`src/rtl/dcc_pkg.sv`:
```
// constants and types of the dual comparator control block
// Operation
// - comparator B result in bit 7, read-only
// - raw result high when positive above negative
// - bit 6 clear places result on pin
// - bit 5 clear inverts result, set passes
// - bit 4 picks A positive or B negative
// - bit 1 set picks B positive pin
// - bit 2 picks B negative pin or reference
// - bit 3 switches comparator B on
// - bit 0 clear enables wake on change
// - fields apply only while comparator is on
// - enabled output enable overrides timer pin direction
// - wake flag needs enable, sleep and change
// - control read latches both comparator states
// - wake flag cleared by software or reset
// - power-on loads all ones, others keep
package dcc_pkg;
	localparam logic [4:0] DCC_OFS_CMP_B = 5'h00;
	localparam logic [4:0] DCC_OFS_CMP_A = 5'h04;
	localparam logic [4:0] DCC_OFS_STATUS = 5'h08;
	localparam logic [4:0] DCC_OFS_IRQ_ST = 5'h0C;
	localparam logic [4:0] DCC_OFS_IRQ_MASK = 5'h10;
	localparam logic [7:0] DCC_CTRL_RESET = 8'hFF;
	localparam int DCC_BIT_RESULT = 7;
	localparam int DCC_BIT_PIN_N = 6;
	localparam int DCC_BIT_POL = 5;
	localparam int DCC_BIT_POS2 = 4;
	localparam int DCC_BIT_ON = 3;
	localparam int DCC_BIT_NEG = 2;
	localparam int DCC_BIT_POS1 = 1;
	localparam int DCC_BIT_WAKE_N = 0;
	localparam int DCC_BIT_WAKE_FLAG = 6;
	localparam int DCC_IRQ_W = 3;
	localparam int DCC_IRQ_WAKE = 0;
	localparam int DCC_IRQ_B_CHG = 1;
	localparam int DCC_IRQ_A_CHG = 2;
	// positive input choice of comparator B
	typedef enum logic [1:0] {
		DCC_POS_B_NEG_PIN = 2'h0,
		DCC_POS_A_POS_PIN = 2'h1,
		DCC_POS_B_POS_PIN = 2'h3
	} dcc_pos_e;
	typedef struct packed {
		logic on;
		dcc_pos_e pos_sel;
		logic neg_pin;
	} dcc_analog_s;
	typedef struct packed {
		logic out;
		logic oe;
	} dcc_pin_s;
	typedef struct packed {
		logic [7:0] cmp_b_ctl;
		logic [7:0] cmp_a_ctl;
		logic res_a;
		logic res_b;
		logic lat_a;
		logic lat_b;
		logic wake;
		logic [DCC_IRQ_W-1:0] irq_st;
		logic [DCC_IRQ_W-1:0] irq_mask;
		logic waitreq;
		logic [31:0] rdata;
		logic irq;
		dcc_analog_s ana_b;
		logic ana_a_on;
		dcc_pin_s pin_c4;
	} dcc_state_s;
endpackage

```
`src/rtl/dcc_top.sv`:
```
// comparator control registers, wake flag and pin steering
//
// Chosen here: the Avalon-MM register port and the address map.
`timescale 1ns/1ps
`default_nettype none
module dcc_top
	import dcc_pkg::*;
#(
	parameter int ADDR_W = 5
) (
	input wire logic CLOCK,
	input wire logic SRST,
	input wire logic DEV_RST,
	input wire logic [ADDR_W-1:0] AVS_ADDRESS,
	input wire logic AVS_READ,
	input wire logic AVS_WRITE,
	input wire logic [31:0] AVS_WRITEDATA,
	input wire logic [3:0] AVS_BYTEENABLE,
	output logic [31:0] AVS_READDATA,
	output logic AVS_WAITREQUEST,
	output logic IRQ,
	input wire logic CMP_A_RAW,
	input wire logic CMP_B_RAW,
	input wire logic SLEEP,
	input wire logic TIMER_CLOCK_SOURCE_SELECT,
	input wire logic PIN_DIRECTION_CONTROL_C4,
	input wire logic PORT_C_PIN_FOUR_DATA,
	output logic PORT_C_PIN_FOUR_OUT,
	output logic PORT_C_PIN_FOUR_OE,
	output logic CMP_B_ANALOG_ON,
	output logic [1:0] CMP_B_POS_SELECT,
	output logic CMP_B_NEG_SELECT,
	output logic CMP_A_ANALOG_ON
);
	// a narrower address cannot reach the upper registers
	if (ADDR_W < 5) begin
		$error("ADDR_W must be at least 5");
	end

	dcc_state_s s;
	dcc_state_s next_s;

	logic [4:0] addr;
	assign addr = AVS_ADDRESS[4:0];

	always_comb begin
		logic req;
		logic hit_cmd;
		logic rd_take;
		logic wr_take;
		logic wr_lane0;
		logic b_on;
		logic a_on;
		logic new_a;
		logic new_b;
		logic wake_en;
		logic wake_set;
		logic wake_clr;
		logic [DCC_IRQ_W-1:0] ev;
		logic [7:0] rd;
		req = 1'b0;
		hit_cmd = 1'b0;
		rd_take = 1'b0;
		wr_take = 1'b0;
		wr_lane0 = 1'b0;
		b_on = 1'b0;
		a_on = 1'b0;
		new_a = 1'b0;
		new_b = 1'b0;
		wake_en = 1'b0;
		wake_set = 1'b0;
		wake_clr = 1'b0;
		ev = '0;
		rd = 8'h00;
		next_s = s;

		// one wait cycle per access; effects fall on the released edge
		req = AVS_READ | AVS_WRITE;
		hit_cmd = req & s.waitreq;
		rd_take = AVS_READ & ~s.waitreq;
		wr_take = AVS_WRITE & ~s.waitreq;
		wr_lane0 = wr_take & AVS_BYTEENABLE[0];
		next_s.waitreq = ~hit_cmd;

		b_on = s.cmp_b_ctl[DCC_BIT_ON];
		a_on = s.cmp_a_ctl[DCC_BIT_ON];

		// raw is high when positive input is above negative
		// off comparator reads low: polarity only applies while on
		new_b = b_on & (CMP_B_RAW ^ ~s.cmp_b_ctl[DCC_BIT_POL]);
		new_a = a_on & (CMP_A_RAW ^ ~s.cmp_a_ctl[DCC_BIT_POL]);
		next_s.res_b = new_b;
		next_s.res_a = new_a;

		// analog steering; defaults while off leave the pins to others
		next_s.ana_b.on = b_on;
		next_s.ana_b.pos_sel = DCC_POS_B_NEG_PIN;
		next_s.ana_b.neg_pin = 1'b0;
		if (b_on) begin
			if (s.cmp_b_ctl[DCC_BIT_POS1])
				next_s.ana_b.pos_sel = DCC_POS_B_POS_PIN;
			else if (s.cmp_b_ctl[DCC_BIT_POS2])
				next_s.ana_b.pos_sel = DCC_POS_A_POS_PIN;
			else
				next_s.ana_b.pos_sel = DCC_POS_B_NEG_PIN;
			next_s.ana_b.neg_pin = s.cmp_b_ctl[DCC_BIT_NEG];
		end
		next_s.ana_a_on = a_on;

		// shared pin: timer input and direction rule unless B drives it
		next_s.pin_c4.out = PORT_C_PIN_FOUR_DATA;
		next_s.pin_c4.oe = ~TIMER_CLOCK_SOURCE_SELECT &
			~PIN_DIRECTION_CONTROL_C4;
		if (b_on & ~s.cmp_b_ctl[DCC_BIT_PIN_N]) begin
			next_s.pin_c4.out = s.res_b;
			next_s.pin_c4.oe = 1'b1;
		end

		// wake-on-change compares against the states caught at a read
		wake_en = (b_on & ~s.cmp_b_ctl[DCC_BIT_WAKE_N]) |
			(a_on & ~s.cmp_a_ctl[DCC_BIT_WAKE_N]);
		wake_set = wake_en & SLEEP &
			((s.res_a != s.lat_a) | (s.res_b != s.lat_b));
		wake_clr = DEV_RST;
		if (wr_lane0 && addr == DCC_OFS_STATUS &&
			!AVS_WRITEDATA[DCC_BIT_WAKE_FLAG])
			wake_clr = 1'b1;
		if (wake_set)
			next_s.wake = 1'b1;
		else if (wake_clr)
			next_s.wake = 1'b0;

		if (rd_take && (addr == DCC_OFS_CMP_B || addr == DCC_OFS_CMP_A)) begin
			next_s.lat_a = s.res_a;
			next_s.lat_b = s.res_b;
		end

		// register writes; result bit is not stored
		if (wr_lane0) begin
			unique case (addr)
			DCC_OFS_CMP_B: begin
				next_s.cmp_b_ctl[6:0] = AVS_WRITEDATA[6:0];
			end
			DCC_OFS_CMP_A: begin
				next_s.cmp_a_ctl[6:0] = AVS_WRITEDATA[6:0];
			end
			DCC_OFS_IRQ_MASK: begin
				next_s.irq_mask = AVS_WRITEDATA[DCC_IRQ_W-1:0];
			end
			default: begin
			end
			endcase
		end

		// read data prepared on the wait cycle
		unique case (addr)
		DCC_OFS_CMP_B: rd = {s.res_b, s.cmp_b_ctl[6:0]};
		DCC_OFS_CMP_A: rd = {s.res_a, s.cmp_a_ctl[6:0]};
		DCC_OFS_STATUS: rd = {1'b0, s.wake, 6'h00};
		DCC_OFS_IRQ_ST: rd = {5'h00, s.irq_st};
		DCC_OFS_IRQ_MASK: rd = {5'h00, s.irq_mask};
		default: rd = 8'h00;
		endcase
		if (hit_cmd && AVS_READ)
			next_s.rdata = {24'h000000, rd};

		// sticky events; a read clears them but a new event wins
		ev[DCC_IRQ_WAKE] = wake_set & ~s.wake;
		ev[DCC_IRQ_B_CHG] = new_b != s.res_b;
		ev[DCC_IRQ_A_CHG] = new_a != s.res_a;
		if (rd_take && addr == DCC_OFS_IRQ_ST)
			next_s.irq_st = ev;
		else
			next_s.irq_st = s.irq_st | ev;
		next_s.irq = |(next_s.irq_st & next_s.irq_mask);

		if (SRST) begin
			// power-on: controls to all ones, flag cleared
			next_s = '0;
			next_s.cmp_b_ctl = DCC_CTRL_RESET;
			next_s.cmp_a_ctl = DCC_CTRL_RESET;
			next_s.waitreq = 1'b1;
		end
	end

	always_ff @(posedge CLOCK) begin
		s <= next_s;
	end

	assign AVS_READDATA = s.rdata;
	assign AVS_WAITREQUEST = s.waitreq;
	assign IRQ = s.irq;
	assign PORT_C_PIN_FOUR_OUT = s.pin_c4.out;
	assign PORT_C_PIN_FOUR_OE = s.pin_c4.oe;
	assign CMP_B_ANALOG_ON = s.ana_b.on;
	assign CMP_B_POS_SELECT = s.ana_b.pos_sel;
	assign CMP_B_NEG_SELECT = s.ana_b.neg_pin;
	assign CMP_A_ANALOG_ON = s.ana_a_on;
endmodule
`default_nettype wire

```
`config.mk`:
```
export PLATFORM = sky130hd
export DESIGN_NAME = dcc_top
export DESIGN_NICKNAME = d
export VERILOG_FILES = /design/src/rtl/dcc_pkg.sv /design/src/rtl/dcc_top.sv
export SDC_FILE = /design/constraint.sdc
export NUM_CORES = 1
export LEC_CHECK = 0
export ABC_AREA = 1
export BUFFER_PORTS_ARGS = -buffer_cell sky130_fd_sc_hd__buf_4
export CAP_MARGIN = 30
export CORE_UTILIZATION = 40
export DETAILED_ROUTE_END_ITERATION = 16
export PLACE_DENSITY = 0.69
export REMOVE_ABC_BUFFERS = 1
export SLEW_MARGIN = 25
export SYNTH_ARGS = -nofsm -noshare
export SYNTH_HDL_FRONTEND = slang
export SYNTH_SLANG_ARGS = --single-unit
```
`constraint.sdc`:
```
create_clock -name CLOCK -period 3.5 [get_ports CLOCK]
set_input_delay 0.525 -clock CLOCK [delete_from_list [all_inputs] [get_ports CLOCK]]
set_output_delay 0.525 -clock CLOCK [all_outputs]
set_load 0.01 [all_outputs]
```
## Word level (Yosys, flattened, before mapping)

Cells that the tools add are included.

- Flip-flop bits (word level): 42
- Output and inout port bits: 41
- Word-level logic and storage cells: 80

- Equal/unequal tests: 8
- Mux-type cells: 10
- Bitwise gates (word level): 31
- Reduce and logical (&&, ||, !) cells: 13

Operators with widths:

| kind | number |
|---|---|
| $pmux W8 S5 | 1 |
| $and A1 B1 Y1 | 13 |
| $not A1 Y1 | 11 |
| $eq A5 B4 Y1 const B | 2 |
| $mux W3 | 3 |
| $eq A5 B3 Y1 const B | 1 |
| $eq A5 B5 Y1 const B | 1 |
| $logic_and A1 B1 Y1 | 5 |
| $logic_not A5 Y1 | 1 |
| $mux W1 | 4 |
| $mux W2 | 2 |
| $ne A1 B1 Y1 | 4 |
| $reduce_and A2 Y1 | 2 |
| $and A3 B3 Y3 | 1 |
| $or A1 B1 Y1 | 3 |
| $or A3 B3 Y3 | 1 |
| $reduce_or A3 Y1 | 1 |
| $reduce_bool A2 Y1 | 1 |
| $reduce_or A2 Y1 | 1 |
| $xor A1 B1 Y1 | 2 |
| $logic_not A1 Y1 | 1 |
| $logic_or A1 B1 Y1 | 1 |

## Logic depth before layout (Yosys ltp)

- Depth after elaboration: 10
- Mapped depth: 8
- Depth with buffers taken out: 8

## Least setup slack after synthesis

OpenSTA, ideal clock, no wires.

- Path type: input -> register
- From: input AVS_ADDRESS[1]
- To: register s[47] (netlist bit)
- Library setup time: 0.132 ns
- Arrival: 1.339 ns
- Data required time: 3.368 ns
- Slack: 2.029 ns
- Stages: 6
- Buffers on the path: 2
- Cells stage by stage: nor2_2 -> buf_6 -> buf_4 -> nand3_1 -> o31ai_1 -> a21oi_1

- Longest elaborated chain between the ends: 5

Ends and longest elaborated chain:

| item | line | source |
|---|---|---|
| from (decl) | dcc_top.sv:14 | `input wire logic [ADDR_W-1:0] AVS_ADDRESS,` |
| $eq A5 B4 Y1 | dcc_top.sv:125 | `if (wr_lane0 && addr == DCC_OFS_STATUS &&` |
| $logic_and A1 B1 Y1 (2 in a row) | dcc_top.sv:125 |  |
| $mux W1 | dcc_top.sv:125 |  |
| $reduce_bool A2 Y1 (no line) | -- |  |
| to (signal assigned) | dcc_top.sv:187 | `s <= next_s;` |
| to (decl) | dcc_top.sv:40 | `dcc_state_s s;` |

No other way between the ends.
A chain may end at the register's enable or synchronous reset.

## Worst setup path after layout

- From: input AVS_ADDRESS[1]
- To: register s[62] (netlist bit)

- Longest elaborated chain between the ends: 2

Ends and longest elaborated chain:

| item | line | source |
|---|---|---|
| $logic_not A5 Y1 | dcc_top.sv:140 | `unique case (addr)` |
| $reduce_and A2 Y1 (no line) | -- |  |

No other way between the ends.

==> metrics.txt <==
status complete, no violations; sw power around 0.00023 W; placed instance area 2286 um^2; input/output buffers 40; EDFF count, synth 0; CTS Sinks 42; top cell type by total area after synthesis dfxtp_1; clock insertion delay at the later pin of the skew report 290 ps; post-synth cell types 25; Register Area 840.8 um^2; top cell type's share of synthesized area 39.46%; setup bufs post-CTS 0; drt total wl 4488 um; Horiz. Die Dim approximately 75 um; switch share between 20% and 30%; Worst IR Drop VDD around 0.00016 V; WHS 439.9 ps; io pins 93; Area Growth Syn to Fin 10.98%; Die H about 75 um; post-route cell area 2365 um^2; Power Total 0.0008961 W; P_int 0.0006614 W; RSZ-0062 raised after global routing no; final hold vios 0; critical path arrival slightly below 2000 ps; CP endpoint kind flip-flop; # nets final 361; max cap viols 0; drt initial violations 93; startpoint types primary input; Post-route DRC 0; DIE AREA between 5000 and 6000 um^2; Multi-input gate area between 900 and 1000 um^2; DR WL/cell about 12 um; gr ovfl total 0; sequential share of the synthesized area 39.46%; Gate Count Post-Synth approximately 280; post-route antenna net violation count 0; Final Instance Count excl. Fillers around 380; PD cells 378.9 nW/um^2; CP Launch Point AVS_ADDRESS[1]; vias in the first global route 1618; Initial Utilization 41.72%; Antenna Cells 0; Clk pwr share 32.9%; Final Max Tran Viols 0; Routability Congestion 0.8499; mapped cell area 2131 um^2; Worst slew margin a little over three fifths; DRT Pass-1 Iters 4; Post-DP HPWL 3381 um; hold path startpoint AVS_READ; via count 1802; Seq cells post-synth 42; clk slew on worst S/H paths 80 ps; Worst Tran Pin Value between 500 and 600 ps; ranking of synthesized cells by area dfxtp_1, buf_4, nand2_1, a21oi_1, nand4_1; CTS-repair resized insts 0; number of fill cells 548; top_reg_cell synth dfxtp_1; Worst Clk Skew 9.088 ps; initial antenna violation count 0; critical path class in2reg; final worst-path cycle share about half; count of warnings emitted by yosys 0; Clock Tree Buf Depth 2; total negative slack 0 ps; FFs w/ async S/R, synth 0%; CTS root buf clkbuf_8; Hold Buf Count CTS 0; minimum clock period 1716 ps; Num CTS Buffers 5; Placed Cells incl. Taps between 300 and 400; Hold/Removal Path Class in2reg; final setup violation count 0; combinational share of power 11.9%; first-pass GRT wire length 7203 um; Avg Cell Area, Syn 7.583 um^2; sequential share of power 55.2%; Leak between 1 and 1.5 nW; GRT Util Overall 17.15%; H-tree depth 2; vias per cell 4.755; crit path max fanout 14; Critical Path RT 3720 ps; placement row count 26; R2R Path Start AVS_WAITREQUEST; CTS tree yes; largest net degree at the start of global routing 28; fmax 582.8 MHz; layout cell share with drive strength beyond 1 19.09%; core outline area around 5000 um^2
-- routing by layer --
| layer | track usage [%] | vias up | wire length (um) |
|---|---|---|---|
| li1 | - | 922 | - |
| met1 | 21.59 | 823 | 2005 |
| met2 | 29.53 | 55 | 2185 |
| met3 | 4.418 | 2 | 290 |
| met4 | 3.774 | 0 | 7 |
| met5 | 0 | - | 0 |
-- worst max-delay path, stage by stage --
cell     delay, ps
buf_4          110
nor2_2         440
buf_4          260
nand3_4        120
nor2_4         280
a21oi_1        110
o21ai_0         80
-- path summary, 6_finish.rpt --
path                     endpoint  slack [ps]  depth (start not counted)
setup reg to reg            s[53]        2090                          6
hold reg to reg   AVS_READDATA[2]         470                          2
setup / recovery            s[62]        1780                          7
hold / removal    AVS_WAITREQUEST         440                          2
-- layout make-up --
| type | instances | area share [%] |
|---|---|---|
| clock buffer | 5 | 2.910 |
| clock inverter | 2 | 0.4233 |
| inverter | 27 | 4.286 |
| multi-input combinational | 192 | 40.11 |
| sequential | 42 | 35.56 |
| tap | 70 | 3.704 |
| timing repair buffer | 41 | 13.02 |
-- per-stage QoR --
stage                     utilization (%)  worst slack [ps]
after floorplan                         -              1691
after global placement              44.76              1511
after detailed placement            44.76              1504
after CTS                           46.30              1814
after global routing                46.30              1639
final                               46.30              1784
-- registers in the layout (all words and copies together), names as in the netlist --
register,count
CMP_B_NEG_SELECT,1
CMP_A_ANALOG_ON,1
PORT_C_PIN_FOUR_OUT,1
AVS_READDATA,8
s,25
CMP_B_ANALOG_ON,1
IRQ,1
AVS_WAITREQUEST,1
PORT_C_PIN_FOUR_OE,1
CMP_B_POS_SELECT,2
-- synth_stat cells (2+ instances only) --
cell type	instances
nand2_1	55
dfxtp_1	42
buf_4	36
inv_1	26
a21oi_1	24
nor2_1	19
nand4_1	17
nand3_1	14
o21ai_0	14
nor2_4	5
o211ai_1	5
buf_6	4
o22ai_1	4
clkbuf_1	3
nor2_2	2
xnor2_1	2
-- cell families (layout without fill, tap and decap cells) --
kind of cell    Yosys count  after routing  synth area share, %
xor+xnor                  2              2               0.8222
simple gates            117            117                26.89
flops                    42             42                39.46
buf+inv                  70             75                20.08
compound gates           49             49                12.57
other cells               1             24               0.1760
-- power by group through the flow --
stage,clock network [W],registers [W],logic (W)
4_1_cts,0.000304,0.000494,0.000107
2_1_floorplan,0,0.000508,0.0000511
6_report,0.000295,0.000494,0.000107
3_3_place_gp,0,0.000505,0.000105
3_5_place_dp,0,0.000506,0.000107
5_1_grt,0.000326,0.000495,0.000119
-- cells in the final DEF (no fill, tap or decap), drive strengths merged --
cell type	count
xnor2	2
nand4	17
nor2	26
o21ai	14
a21oi	24
nand3	16
clkbuf	5
dfxtp	42
inv	27
o211ai	5
o31ai	1
o22ai	4
and2	1
nand2	55
or2	1
conb	24
a21boi	1
nor3	1
buf	41
clkinv	2
Note: power is estimated with default switching activity, not from simulation.
